===== src/verilog/flash_self_prog_pkg.sv =====
// Constants, types and the summary of operation for the self-programming block.
// Summary of operation
// - Flash write timing comes from the internal RC oscillator tick, not pclk.
// - Every flash write lasts between 3.7 ms and 4.5 ms.
// - Boot size fuse picks 128/256/512/1024 words; vector and application end follow.
// - Words 0x0000-0x1BFF are the READ_WHILE_WRITE_SECTION section; 0x1C00-0x1FFF the NO_READ_WHILE_WRITE_SECTION section.
// - Program counter and flash word address are 13 bits wide.
// - Pages hold 64 words; six low address bits pick the word.
// - Page erase and write take the page from Z bits 13 down to 7.
// - Z bits 6..1 pick the buffer word; zero during page write.
// - The two top Z bits are ignored in all address decoding.
// - Z bit 0 is zero for store commands; byte select for loads.
// - During page erase or write only the NO_READ_WHILE_WRITE_SECTION section may be read.
// - READ_WHILE_WRITE_SECTION section is unavailable while the busy flag is set.
// - A command counts only if the store executes within four cycles.
// - Busy flag stays set after programming until the re-enable command.
package flash_self_prog_pkg;

  localparam logic [11:0] ctrl_offset     = 12'h000;
  localparam logic [11:0] zptr_offset     = 12'h004;
  localparam logic [11:0] spm_offset      = 12'h008;
  localparam logic [11:0] status_offset   = 12'h00C;
  localparam logic [11:0] mask_offset     = 12'h010;
  localparam logic [11:0] layout_offset   = 12'h014;

  // Command control bit positions.
  localparam int command_enable_pos  = 0;
  localparam int page_erase_pos      = 1;
  localparam int page_write_pos      = 2;
  localparam int lock_write_pos      = 3;
  localparam int rww_reenable_pos    = 4;
  localparam int rww_busy_pos        = 6;

  // Interrupt status bit positions.
  localparam int irq_done_pos        = 0;
  localparam int irq_expire_pos      = 1;
  localparam int irq_block_pos       = 2;

  localparam logic [7:0]  ctrl_reset      = 8'h00;
  localparam logic [2:0]  mask_reset      = 3'h0;

  localparam int pc_width            = 13;
  localparam int word_bits           = 6;
  localparam logic [12:0] no_read_while_write_section_start      = 13'h1C00;
  localparam logic [12:0] flash_last      = 13'h1FFF;

  localparam logic [2:0]  arm_window      = 3'h4;

  // Write time in microseconds and RC oscillator rate in kHz.
  localparam int write_min_us        = 3700;
  localparam int write_max_us        = 4500;
  localparam int rc_khz              = 8000;
  localparam int write_min_ticks     = (write_min_us * rc_khz + 999) / 1000;
  localparam int write_max_ticks     = (write_max_us * rc_khz) / 1000;
  localparam int write_nom_ticks     = (write_min_ticks + write_max_ticks) / 2;

  typedef enum logic [1:0] {op_none, op_erase, op_write, op_lock} op_t;

  typedef struct packed {
    logic [pc_width-1:0] boot_start;
    logic [pc_width-1:0] app_end;
  } boot_layout_t;

  typedef struct packed {
    logic [6:0] page;
    logic [5:0] word;
    logic       byte_hi;
  } zdecode_t;

endpackage


===== src/verilog/flash_self_prog.sv =====
// Flash self-programming control, addressing and timing with an APB slave.
//
// Added by the designer: register access over APB and the register offsets.
`timescale 1ns/10ps
`default_nettype none

module flash_self_prog
#(
  parameter int write_ticks = flash_self_prog_pkg::write_nom_ticks
)
(
  input  wire logic                    pclk,
  input  wire logic                    presetn,
  input  wire logic                    psel,
  input  wire logic                    penable,
  input  wire logic                    pwrite,
  input  wire logic [11:0]             paddr,
  input  wire logic [31:0]             pwdata,
  output logic      [31:0]             prdata,
  output logic                         pready,
  output logic                         pslverr,
  input  wire logic                    rc_tick,
  input  wire logic [1:0]              boot_size_fuse,
  input  wire logic                    eeprom_write_active,
  input  wire logic                    fetch_req,
  input  wire logic [12:0]             fetch_addr,
  output logic                         fetch_block,
  output logic                         flash_busy,
  output logic                         flash_erase_pulse,
  output logic                         flash_write_pulse,
  output logic      [6:0]              page_select_field,
  output logic      [5:0]              word_select_field,
  output logic                         byte_select,
  output logic                         irq
);
  import flash_self_prog_pkg::*;

  typedef enum logic [1:0] {st_idle, st_armed, st_prog} state_t;

  typedef struct packed {
    state_t      state;
    logic [7:0]  ctrl;
    logic [15:0] zptr;
    logic [2:0]  arm_cnt;
    logic [15:0] tick_cnt;
    op_t         op;
    logic        rww_busy;
    logic [2:0]  status;
    logic [2:0]  mask;
    logic [31:0] prdata;
    logic        pready;
    logic        pslverr;
    logic        fetch_block;
    logic        busy;
    logic        erase_p;
    logic        write_p;
    logic [6:0]  page;
    logic [5:0]  word;
    logic        byte_hi;
    logic        irq;
  } regs_t;

  regs_t r_ff;
  regs_t nxt_r;

  // Boot layout from the two fuse bits; smaller codes mean larger sections.
  function automatic boot_layout_t boot_layout(input logic [1:0] fuse);
    boot_layout_t l;
    unique case (fuse)
      2'h3: l.boot_start = 13'h1F80;
      2'h2: l.boot_start = 13'h1F00;
      2'h1: l.boot_start = 13'h1E00;
      2'h0: l.boot_start = 13'h1C00;
    endcase
    l.app_end = l.boot_start - 13'h0001;
    return l;
  endfunction

  // Z pointer split; the top two bits never reach any field.
  function automatic zdecode_t zsplit(input logic [15:0] z);
    zdecode_t d;
    d.page    = z[13:7];
    d.word    = z[6:1];
    d.byte_hi = z[0];
    return d;
  endfunction

  // READ_WHILE_WRITE_SECTION membership of a 13 bit word address.
  function automatic logic in_rww(input logic [pc_width-1:0] a);
    return a < no_read_while_write_section_start;
  endfunction

  logic        setup_ok;
  logic        wr_acc;
  logic        rd_acc;
  logic        mapped;
  zdecode_t    zd;
  boot_layout_t lay;

  assign setup_ok = psel && !penable;
  assign wr_acc   = psel && penable && pwrite && r_ff.pready;
  assign rd_acc   = setup_ok && !pwrite;
  assign zd       = zsplit(r_ff.zptr);
  assign lay      = boot_layout(boot_size_fuse);
  assign mapped   = paddr == ctrl_offset || paddr == zptr_offset ||
                    paddr == spm_offset || paddr == status_offset ||
                    paddr == mask_offset || paddr == layout_offset;

  // Next state: bus slave, command sequencer, timer and interrupt flags.
  always_comb
  begin
    logic [2:0] ev;
    logic [7:0] wctrl;
    ev    = 3'h0;
    wctrl = pwdata[7:0];
    nxt_r = r_ff;
    nxt_r.erase_p = 1'b0;
    nxt_r.write_p = 1'b0;
    // No wait state: pready rises in the first access cycle after setup.
    nxt_r.pready  = setup_ok;
    nxt_r.pslverr = setup_ok && !mapped;

    unique case (r_ff.state)
      st_idle:
      begin
        nxt_r.arm_cnt = 3'h0;
      end
      st_armed:
      begin
        nxt_r.arm_cnt = r_ff.arm_cnt + 3'h1;
        if (r_ff.arm_cnt == arm_window - 3'h1)
        begin
          nxt_r.ctrl  = ctrl_reset;
          nxt_r.state = st_idle;
          ev[irq_expire_pos] = 1'b1;
        end
      end
      st_prog:
      begin
        if (rc_tick)
          nxt_r.tick_cnt = r_ff.tick_cnt + 16'h0001;
        if (r_ff.tick_cnt == write_ticks[15:0])
        begin
          nxt_r.state = st_idle;
          nxt_r.busy  = 1'b0;
          nxt_r.ctrl[command_enable_pos] = 1'b0;
          nxt_r.ctrl[page_erase_pos]     = 1'b0;
          nxt_r.ctrl[page_write_pos]     = 1'b0;
          nxt_r.ctrl[lock_write_pos]     = 1'b0;
          ev[irq_done_pos] = 1'b1;
        end
      end
    endcase

    if (wr_acc)
    begin
      unique case (paddr)
        ctrl_offset:
        begin
          // Refused while busy or while the EEPROM is writing.
          if (r_ff.state == st_prog || eeprom_write_active)
            ev[irq_block_pos] = 1'b1;
          else if (wctrl[command_enable_pos])
          begin
            nxt_r.ctrl    = {1'b0, r_ff.rww_busy, 1'b0, wctrl[4:0]};
            nxt_r.state   = st_armed;
            nxt_r.arm_cnt = 3'h0;
          end
        end
        zptr_offset:   nxt_r.zptr = pwdata[15:0];
        spm_offset:
        begin
          // Store instruction strobe; acts only inside the arm window.
          if (r_ff.state == st_armed)
          begin
            nxt_r.page = zd.page;
            nxt_r.word = zd.word;
            nxt_r.byte_hi = zd.byte_hi;
            if (r_ff.ctrl[rww_reenable_pos])
            begin
              nxt_r.rww_busy = 1'b0;
              nxt_r.ctrl = ctrl_reset;
              nxt_r.state = st_idle;
              ev[irq_done_pos] = 1'b1;
            end
            else if (r_ff.ctrl[page_erase_pos] ||
                     r_ff.ctrl[page_write_pos] ||
                     r_ff.ctrl[lock_write_pos])
            begin
              nxt_r.state    = st_prog;
              nxt_r.tick_cnt = 16'h0000;
              nxt_r.busy     = 1'b1;
              nxt_r.op = r_ff.ctrl[page_erase_pos] ? op_erase :
                         r_ff.ctrl[page_write_pos] ? op_write : op_lock;
              nxt_r.erase_p  = r_ff.ctrl[page_erase_pos];
              nxt_r.write_p  = !r_ff.ctrl[page_erase_pos] &&
                               r_ff.ctrl[page_write_pos];
              // Lock writes leave the whole flash readable.
              if (!r_ff.ctrl[lock_write_pos] ||
                  r_ff.ctrl[page_erase_pos] || r_ff.ctrl[page_write_pos])
                nxt_r.rww_busy = 1'b1;
            end
            else
            begin
              // Buffer fill: the word index comes from Z bits 6..1.
              nxt_r.ctrl  = ctrl_reset;
              nxt_r.state = st_idle;
              ev[irq_done_pos] = 1'b1;
            end
          end
        end
        status_offset: nxt_r.status = r_ff.status & ~pwdata[2:0];
        mask_offset:   nxt_r.mask   = pwdata[2:0];
        default:       nxt_r.zptr   = r_ff.zptr;
      endcase
    end
    nxt_r.ctrl[rww_busy_pos] = nxt_r.rww_busy;

    // Set wins over a same-cycle write-one clear.
    nxt_r.status = nxt_r.status | ev;

    if (rd_acc)
    begin
      unique case (paddr)
        ctrl_offset:   nxt_r.prdata = {24'h0, r_ff.ctrl};
        zptr_offset:   nxt_r.prdata = {16'h0, r_ff.zptr};
        status_offset: nxt_r.prdata = {29'h0, r_ff.status};
        mask_offset:   nxt_r.prdata = {29'h0, r_ff.mask};
        layout_offset: nxt_r.prdata = {3'h0, lay.app_end,
                                       3'h0, lay.boot_start};
        default:       nxt_r.prdata = 32'h0000_0000;
      endcase
    end

    // Reads of the READ_WHILE_WRITE_SECTION section are stalled while it is busy.
    nxt_r.fetch_block = fetch_req && r_ff.rww_busy &&
                        in_rww(fetch_addr);
    nxt_r.irq = |(nxt_r.status & r_ff.mask);
  end

  // Single state register.
  always_ff @(posedge pclk or negedge presetn)
  begin
    if (!presetn)
    begin
      r_ff         <= '0;
      r_ff.state   <= st_idle;
      r_ff.op      <= op_none;
      r_ff.ctrl    <= ctrl_reset;
      r_ff.mask    <= mask_reset;
    end
    else
      r_ff <= nxt_r;
  end

  assign prdata            = r_ff.prdata;
  assign pready            = r_ff.pready;
  assign pslverr           = r_ff.pslverr;
  assign fetch_block       = r_ff.fetch_block;
  assign flash_busy        = r_ff.busy;
  assign flash_erase_pulse = r_ff.erase_p;
  assign flash_write_pulse = r_ff.write_p;
  assign page_select_field = r_ff.page;
  assign word_select_field = r_ff.word;
  assign byte_select       = r_ff.byte_hi;
  assign irq               = r_ff.irq;

endmodule // flash_self_prog

`default_nettype wire


===== config.mk =====
export PLATFORM = sky130hd
export DESIGN_NAME = flash_self_prog
export DESIGN_NICKNAME = d
export VERILOG_FILES = /design/src/verilog/flash_self_prog_pkg.sv /design/src/verilog/flash_self_prog.sv
export SDC_FILE = /design/constraint.sdc
export NUM_CORES = 1
export LEC_CHECK = 0
export BUFFER_PORTS_ARGS = -buffer_cell sky130_fd_sc_hd__buf_2
export CORE_ASPECT_RATIO = 0.5
export CORE_UTILIZATION = 42
export DETAILED_ROUTE_END_ITERATION = 10
export PLACE_DENSITY = 0.73
export SETUP_SLACK_MARGIN = 0.4
export SYNTH_ARGS = -nofsm -noshare
export SYNTH_HDL_FRONTEND = slang
export SYNTH_SLANG_ARGS = --single-unit
export TNS_END_PERCENT = 1

===== constraint.sdc =====
create_clock -name pclk -period 1.8 [get_ports pclk]
set_input_delay 0.09 -clock pclk [delete_from_list [all_inputs] [get_ports pclk]]
set_output_delay 0.09 -clock pclk [all_outputs]
set_load 0.03 [all_outputs]

# Yosys cells after proc, flatten, opt, wreduce, memory -nomap -nowiden
# Cells that the tools add are included.
word_totals:
  inputBits: 67
  output_inout_bits: 53
  regBits: 107
  word_cells: 125
classes:
  mux: 52
  eq_ne: 12
  n_addsub: 3
  bitwise: 5
  order_cmp: 1
  reduce_logical: 32
op_table:
  columns: ["op", "n"]
  rows:
  - ["29-bit case mux with 5 select lines", 1]
  - ["19-bit two-way mux", 3]
  - ["54-bit two-way mux", 1]
  - ["13-bit case mux with 4 select lines", 1]
  - ["17-bit two-way mux", 3]
  - ["10-bit two-way mux", 5]
  - ["16-bit two-way mux", 3]
  - ["12-bit by 4-bit == test with 1-bit output, second input constant", 2]
  - ["12-bit by 5-bit == test with 1-bit output, second input constant", 2]
  - ["3-bit two-way mux", 7]
  - ["10-bit case mux with 2 select lines", 1]
  - ["18-bit two-way mux", 1]
  - ["1-bit two-way mux", 17]
  - ["16-bit by 1-bit adder with 16-bit output, second input constant", 1]
  - ["16-bit == test, second input constant", 1]
  - ["13-bit < comparator, second input constant", 1]
  - ["13-bit by 1-bit subtractor with 13-bit output, second input constant", 1]
  - ["12-bit by 3-bit == test with 1-bit output, second input constant", 1]
  - ["12-bit zero test", 1]
  - ["1-bit logical OR", 10]
  - ["1-bit logical AND", 9]
  - ["4-bit two-way mux", 2]
  - ["8-bit two-way mux", 1]
  - ["4-bit case mux with 2 select lines", 1]
  - ["other kinds (17)", 29]

# Depth between registers and ports, before layout
depth:
  depth_word: 12
  depth_mapped: 8
  mapped_depth_nobuf: 7

# Worst setup path after synthesis
# OpenSTA, ideal clock, no wires.
synth_timing:
  kind: "register -> register"
  from: "register r_ff[106] (netlist bit)"
  to: "register r_ff (netlist bit byte_select)"
  n_path_buf: 2
  stages_incl_launch_ff: 8
  setup_slack_ps: -215
  arrival_ps: 1890
  synth_period_minus_slack_ps: 2015
  setup_time_ps: 125
  required_time_ps: 1675
  path_cell_list: "dfrtp_1 -> inv_1 -> ha_1 -> clkbuf_1 -> nand2_1 -> nor3_4 -> buf_4 -> mux2_2"
synth_between:
  elab_chain_len: 2
synth_lines:
  columns: ["element", "line", "text"]
  rows:
  - ["start: declaration", "flash_self_prog.sv:63", "regs_t r_ff;"]
  - ["start signal: assignment", "flash_self_prog.sv:253", "r_ff <= nxt_r;"]
  - ["2-bit by 1-bit == test with 1-bit output", "flash_self_prog.sv:174", "if (r_ff.state == st_armed)"]
  - ["3-bit AND reduction (no source line)", null, null]
# No other way between the ends.
# A chain may end at the register's enable or synchronous reset.

==> qor.csv <==
stage,metric,value,unit
outcome,status,"complete, no violations",
routing,drt_pass1_iterations,4,
worst_setup_path,slowest_stage,dfrtp_1,
cells_and_area,area_delta_synth_final,29.7,%
sta,setup_violations,0,
yosys,synthArstFlopShare,1.00,
yosys,ys.flop_type,dfrtp_1,
global_route,grt_usage,0.198,
die,rows,26,
yosys,synth_warnings,0,
cts,cts_tree,built,
global_route,grt_max_degree,53,
placed_design,port_buffers,90,
cells_and_area,final_common_cell,dfrtp_1,
worst_setup_path,crit_path_end_kind,register,
min_path,hold_path_depth,2,
global_route,grt_overflow,0,
sta,drv_slew,0,
worst_setup_path,cp_slowest_stage_delay,0.39,ns
sta,fmax,573,MHz
die,ioPinCount,120,
die,die_h,76.2,um
cells_and_area,fillerInstances,824,
global_route,grt_pass1_vias,3404,
yosys,syn_avg_cell_area,10.5,sq um
worst_setup_path,cp.arrival,1.99,ns
yosys,syn_inst,439,
pwr,leakagePower,2.93,nW
cts,cts.htree.levels,3,
placed_design,dp_hpwl,7500,um
job,drv_cap,0,
sta,period_needed,1.75,ns
worst_setup_path,crit_required,2.04,ns
placed_design,dpl.cell_count,649,
placed_design,place_ws,-0.0301,ns
cells_and_area,drive_gt1_frac,0.416,
routing,via_per_inst,5.18,
cells_and_area,final_nets,613,
yosys,synth_edf_count,0,
worst_setup_path,crit_chain,"inv_2, ha_4, nor4bb_4, nand4_1, a21o_1, and2_4, a22o_1",
routing,drc_errors,0,
routing,wl,10800,um
routing,antenna_left,0,
die,core-area,10400,sq um
cells_and_area,n_antenna_cell,0,
worst_setup_path,crit_path_start_kind,register,
worst_setup_path,worst-path-buf-inv,1,
cells_and_area,fin_cells,683,
yosys,yosysUniqueCellTypes,53,
die,start_util,0.443,
sta,skew,0.00587,ns
cells_and_area,final_cell_mix,"dfrtp_1 (91), buf_2 (89), nand2_1 (39)",
cts,clockRootBuffer,clkbuf_16,
cts,cts.sinks,93,
pwr,p_total,4.20,mW
yosys,ys_seq_area_frac,0.503,
yosys,synth_area,4630,sq um
worst_setup_path,r2r_cells,7,
global_route,grt_pass1_wl,17300,um
sta,fin_crit_sh,0.970,
yosys,synth_seq_cells,93,
routing,drtIter0Drc,206,
cts,cts_made_buffers,9,
worst_setup_path,path_depth,7,
min_path,hold_path_class,input pin to register,
sta,final_hold_viol_count,0,
pwr,vdd_drop_max,448,uV
worst_setup_path,worst_path_dominant_cell_family,simple AND/OR/NAND/NOR gates,
sta,whs,0.0204,ns
die,dieArea,11500,sq um
placed_design,place_congestion,0.816,
sta,rsz0062_at_grt,true,
cts,cts_buffer_depth,2,
cts,clk_latency,0.35,ns
global_route,antenna_found_initial,0,
die,chipWidth,150,um
sta,layout_setup_ws,0.0539,ns
routing,vias,3541,
pwr,power.density,699,nW/um^2
worst_setup_path,critical_path_class,register to register,
worst_setup_path,crit_fanout,5,
cts,path_clk_slew,0.06,ns
routing,post_drt_wl_per_cell,15.9,um
sequential cells by signal (all words and copies together) (netlist names), 6 cells and up:
register,cells
page_select_field,7
prdata,21
r_ff,51
word_select_field,6
timing repair:
item | CTS | global route
setup endpoints to repair | 64 | 80
hold buffers | 16 | 0
pin swaps | 7 | 33
resized for setup | 9 | 70
hold endpoints to repair | 107 | 0
setup buffers | 1 | 1
stage by stage:
stage	area (sq um)	TNS, ns	utilization
2_1_floorplan	4680	-0.906	-
3_3_place_gp	5210	0	0.499
3_5_place_dp	5210	-0.247	0.499
4_1_cts	5710	0	0.546
5_1_grt	6000	-0.120	0.575
6_report	6000	0	0.575
where the power goes:
part / switching (mW) / internal (mW) / leakage [nW]
Clock: 0.810 / 1.08 / 0.147
Sequential: 0.00131 / 2.09 / 1.26
Combinational: 0.133 / 0.0835 / 1.52
Total: 0.945 / 3.25 / 2.93
final timing paths:
check | slack, ns | startpoint | to
hold / removal | 0.02 | pwdata[3] | r_ff[84]$_DFFE_PN0P_
hold reg to reg | 0.48 | prdata[25]$_DFFE_PN0P_ | prdata[25]$_DFFE_PN0P_
setup / recovery | 0.05 | r_ff[62]$_DFF_PN0_ | r_ff[99]$_DFF_PN0_
max in group asynchronous | 1.03 | presetn | pready$_DFF_PN0_
setup reg to reg | 0.05 | r_ff[62]$_DFF_PN0_ | r_ff[99]$_DFF_PN0_
min in group asynchronous | 0.11 | presetn | flash_write_pulse$_DFF_PN0_
cell type report:
cell class | instances | area, sq um | area share
clock inverter | 6 | 62.6 | 0.0104
timing repair buffer | 145 | 981 | 0.163
tap | 140 | 175 | 0.0292
clock buffer | 10 | 229 | 0.0381
sequential | 93 | 2330 | 0.388
multi-input combinational | 273 | 2170 | 0.361
inverter | 16 | 60.1 | 0.0100
cells in the mapped netlist (all sizes together) (3+ instances only):
cell,n,area share
a21o,4,0.0065
a21oi,15,0.016
a22o,3,0.0057
a22oi,8,0.013
and3,9,0.012
buf,48,0.078
clkbuf,11,0.0089
dfrtp,93,0.50
ha,8,0.022
inv,16,0.013
mux2,32,0.078
nand2,42,0.034
nand2b,3,0.0041
nand3,18,0.022
nand4,6,0.0081
nor2,32,0.026
nor2b,4,0.0054
nor3,9,0.014
nor3b,4,0.0065
nor4,6,0.018
o21ai,20,0.022
or3,3,0.0041
xnor2,11,0.021
xor2,3,0.0057
logic make-up (layout without fill, tap and decap cells):
logic type,after synthesis,after routing,synth area share
other cells,1,3,0.000810
fa+ha+maj,8,8,0.0216
flops,93,93,0.503
compound gates,69,69,0.0960
buf+inv,75,177,0.100
simple gates,145,145,0.170
xor+xnor,14,14,0.0265
mux,34,34,0.0822
per-layer routing:
metal / GRT usage / part of all wire / up-vias
met2: 0.306 / 0.49 / 86
li1: - / - / 1679
met3: 0.0599 / 0.054 / 12
met4: 0.0657 / 0.012 / 0
met5: 0 / 0 / -
met1: 0.265 / 0.44 / 1764
Note: power is estimated with default switching activity, not from simulation.
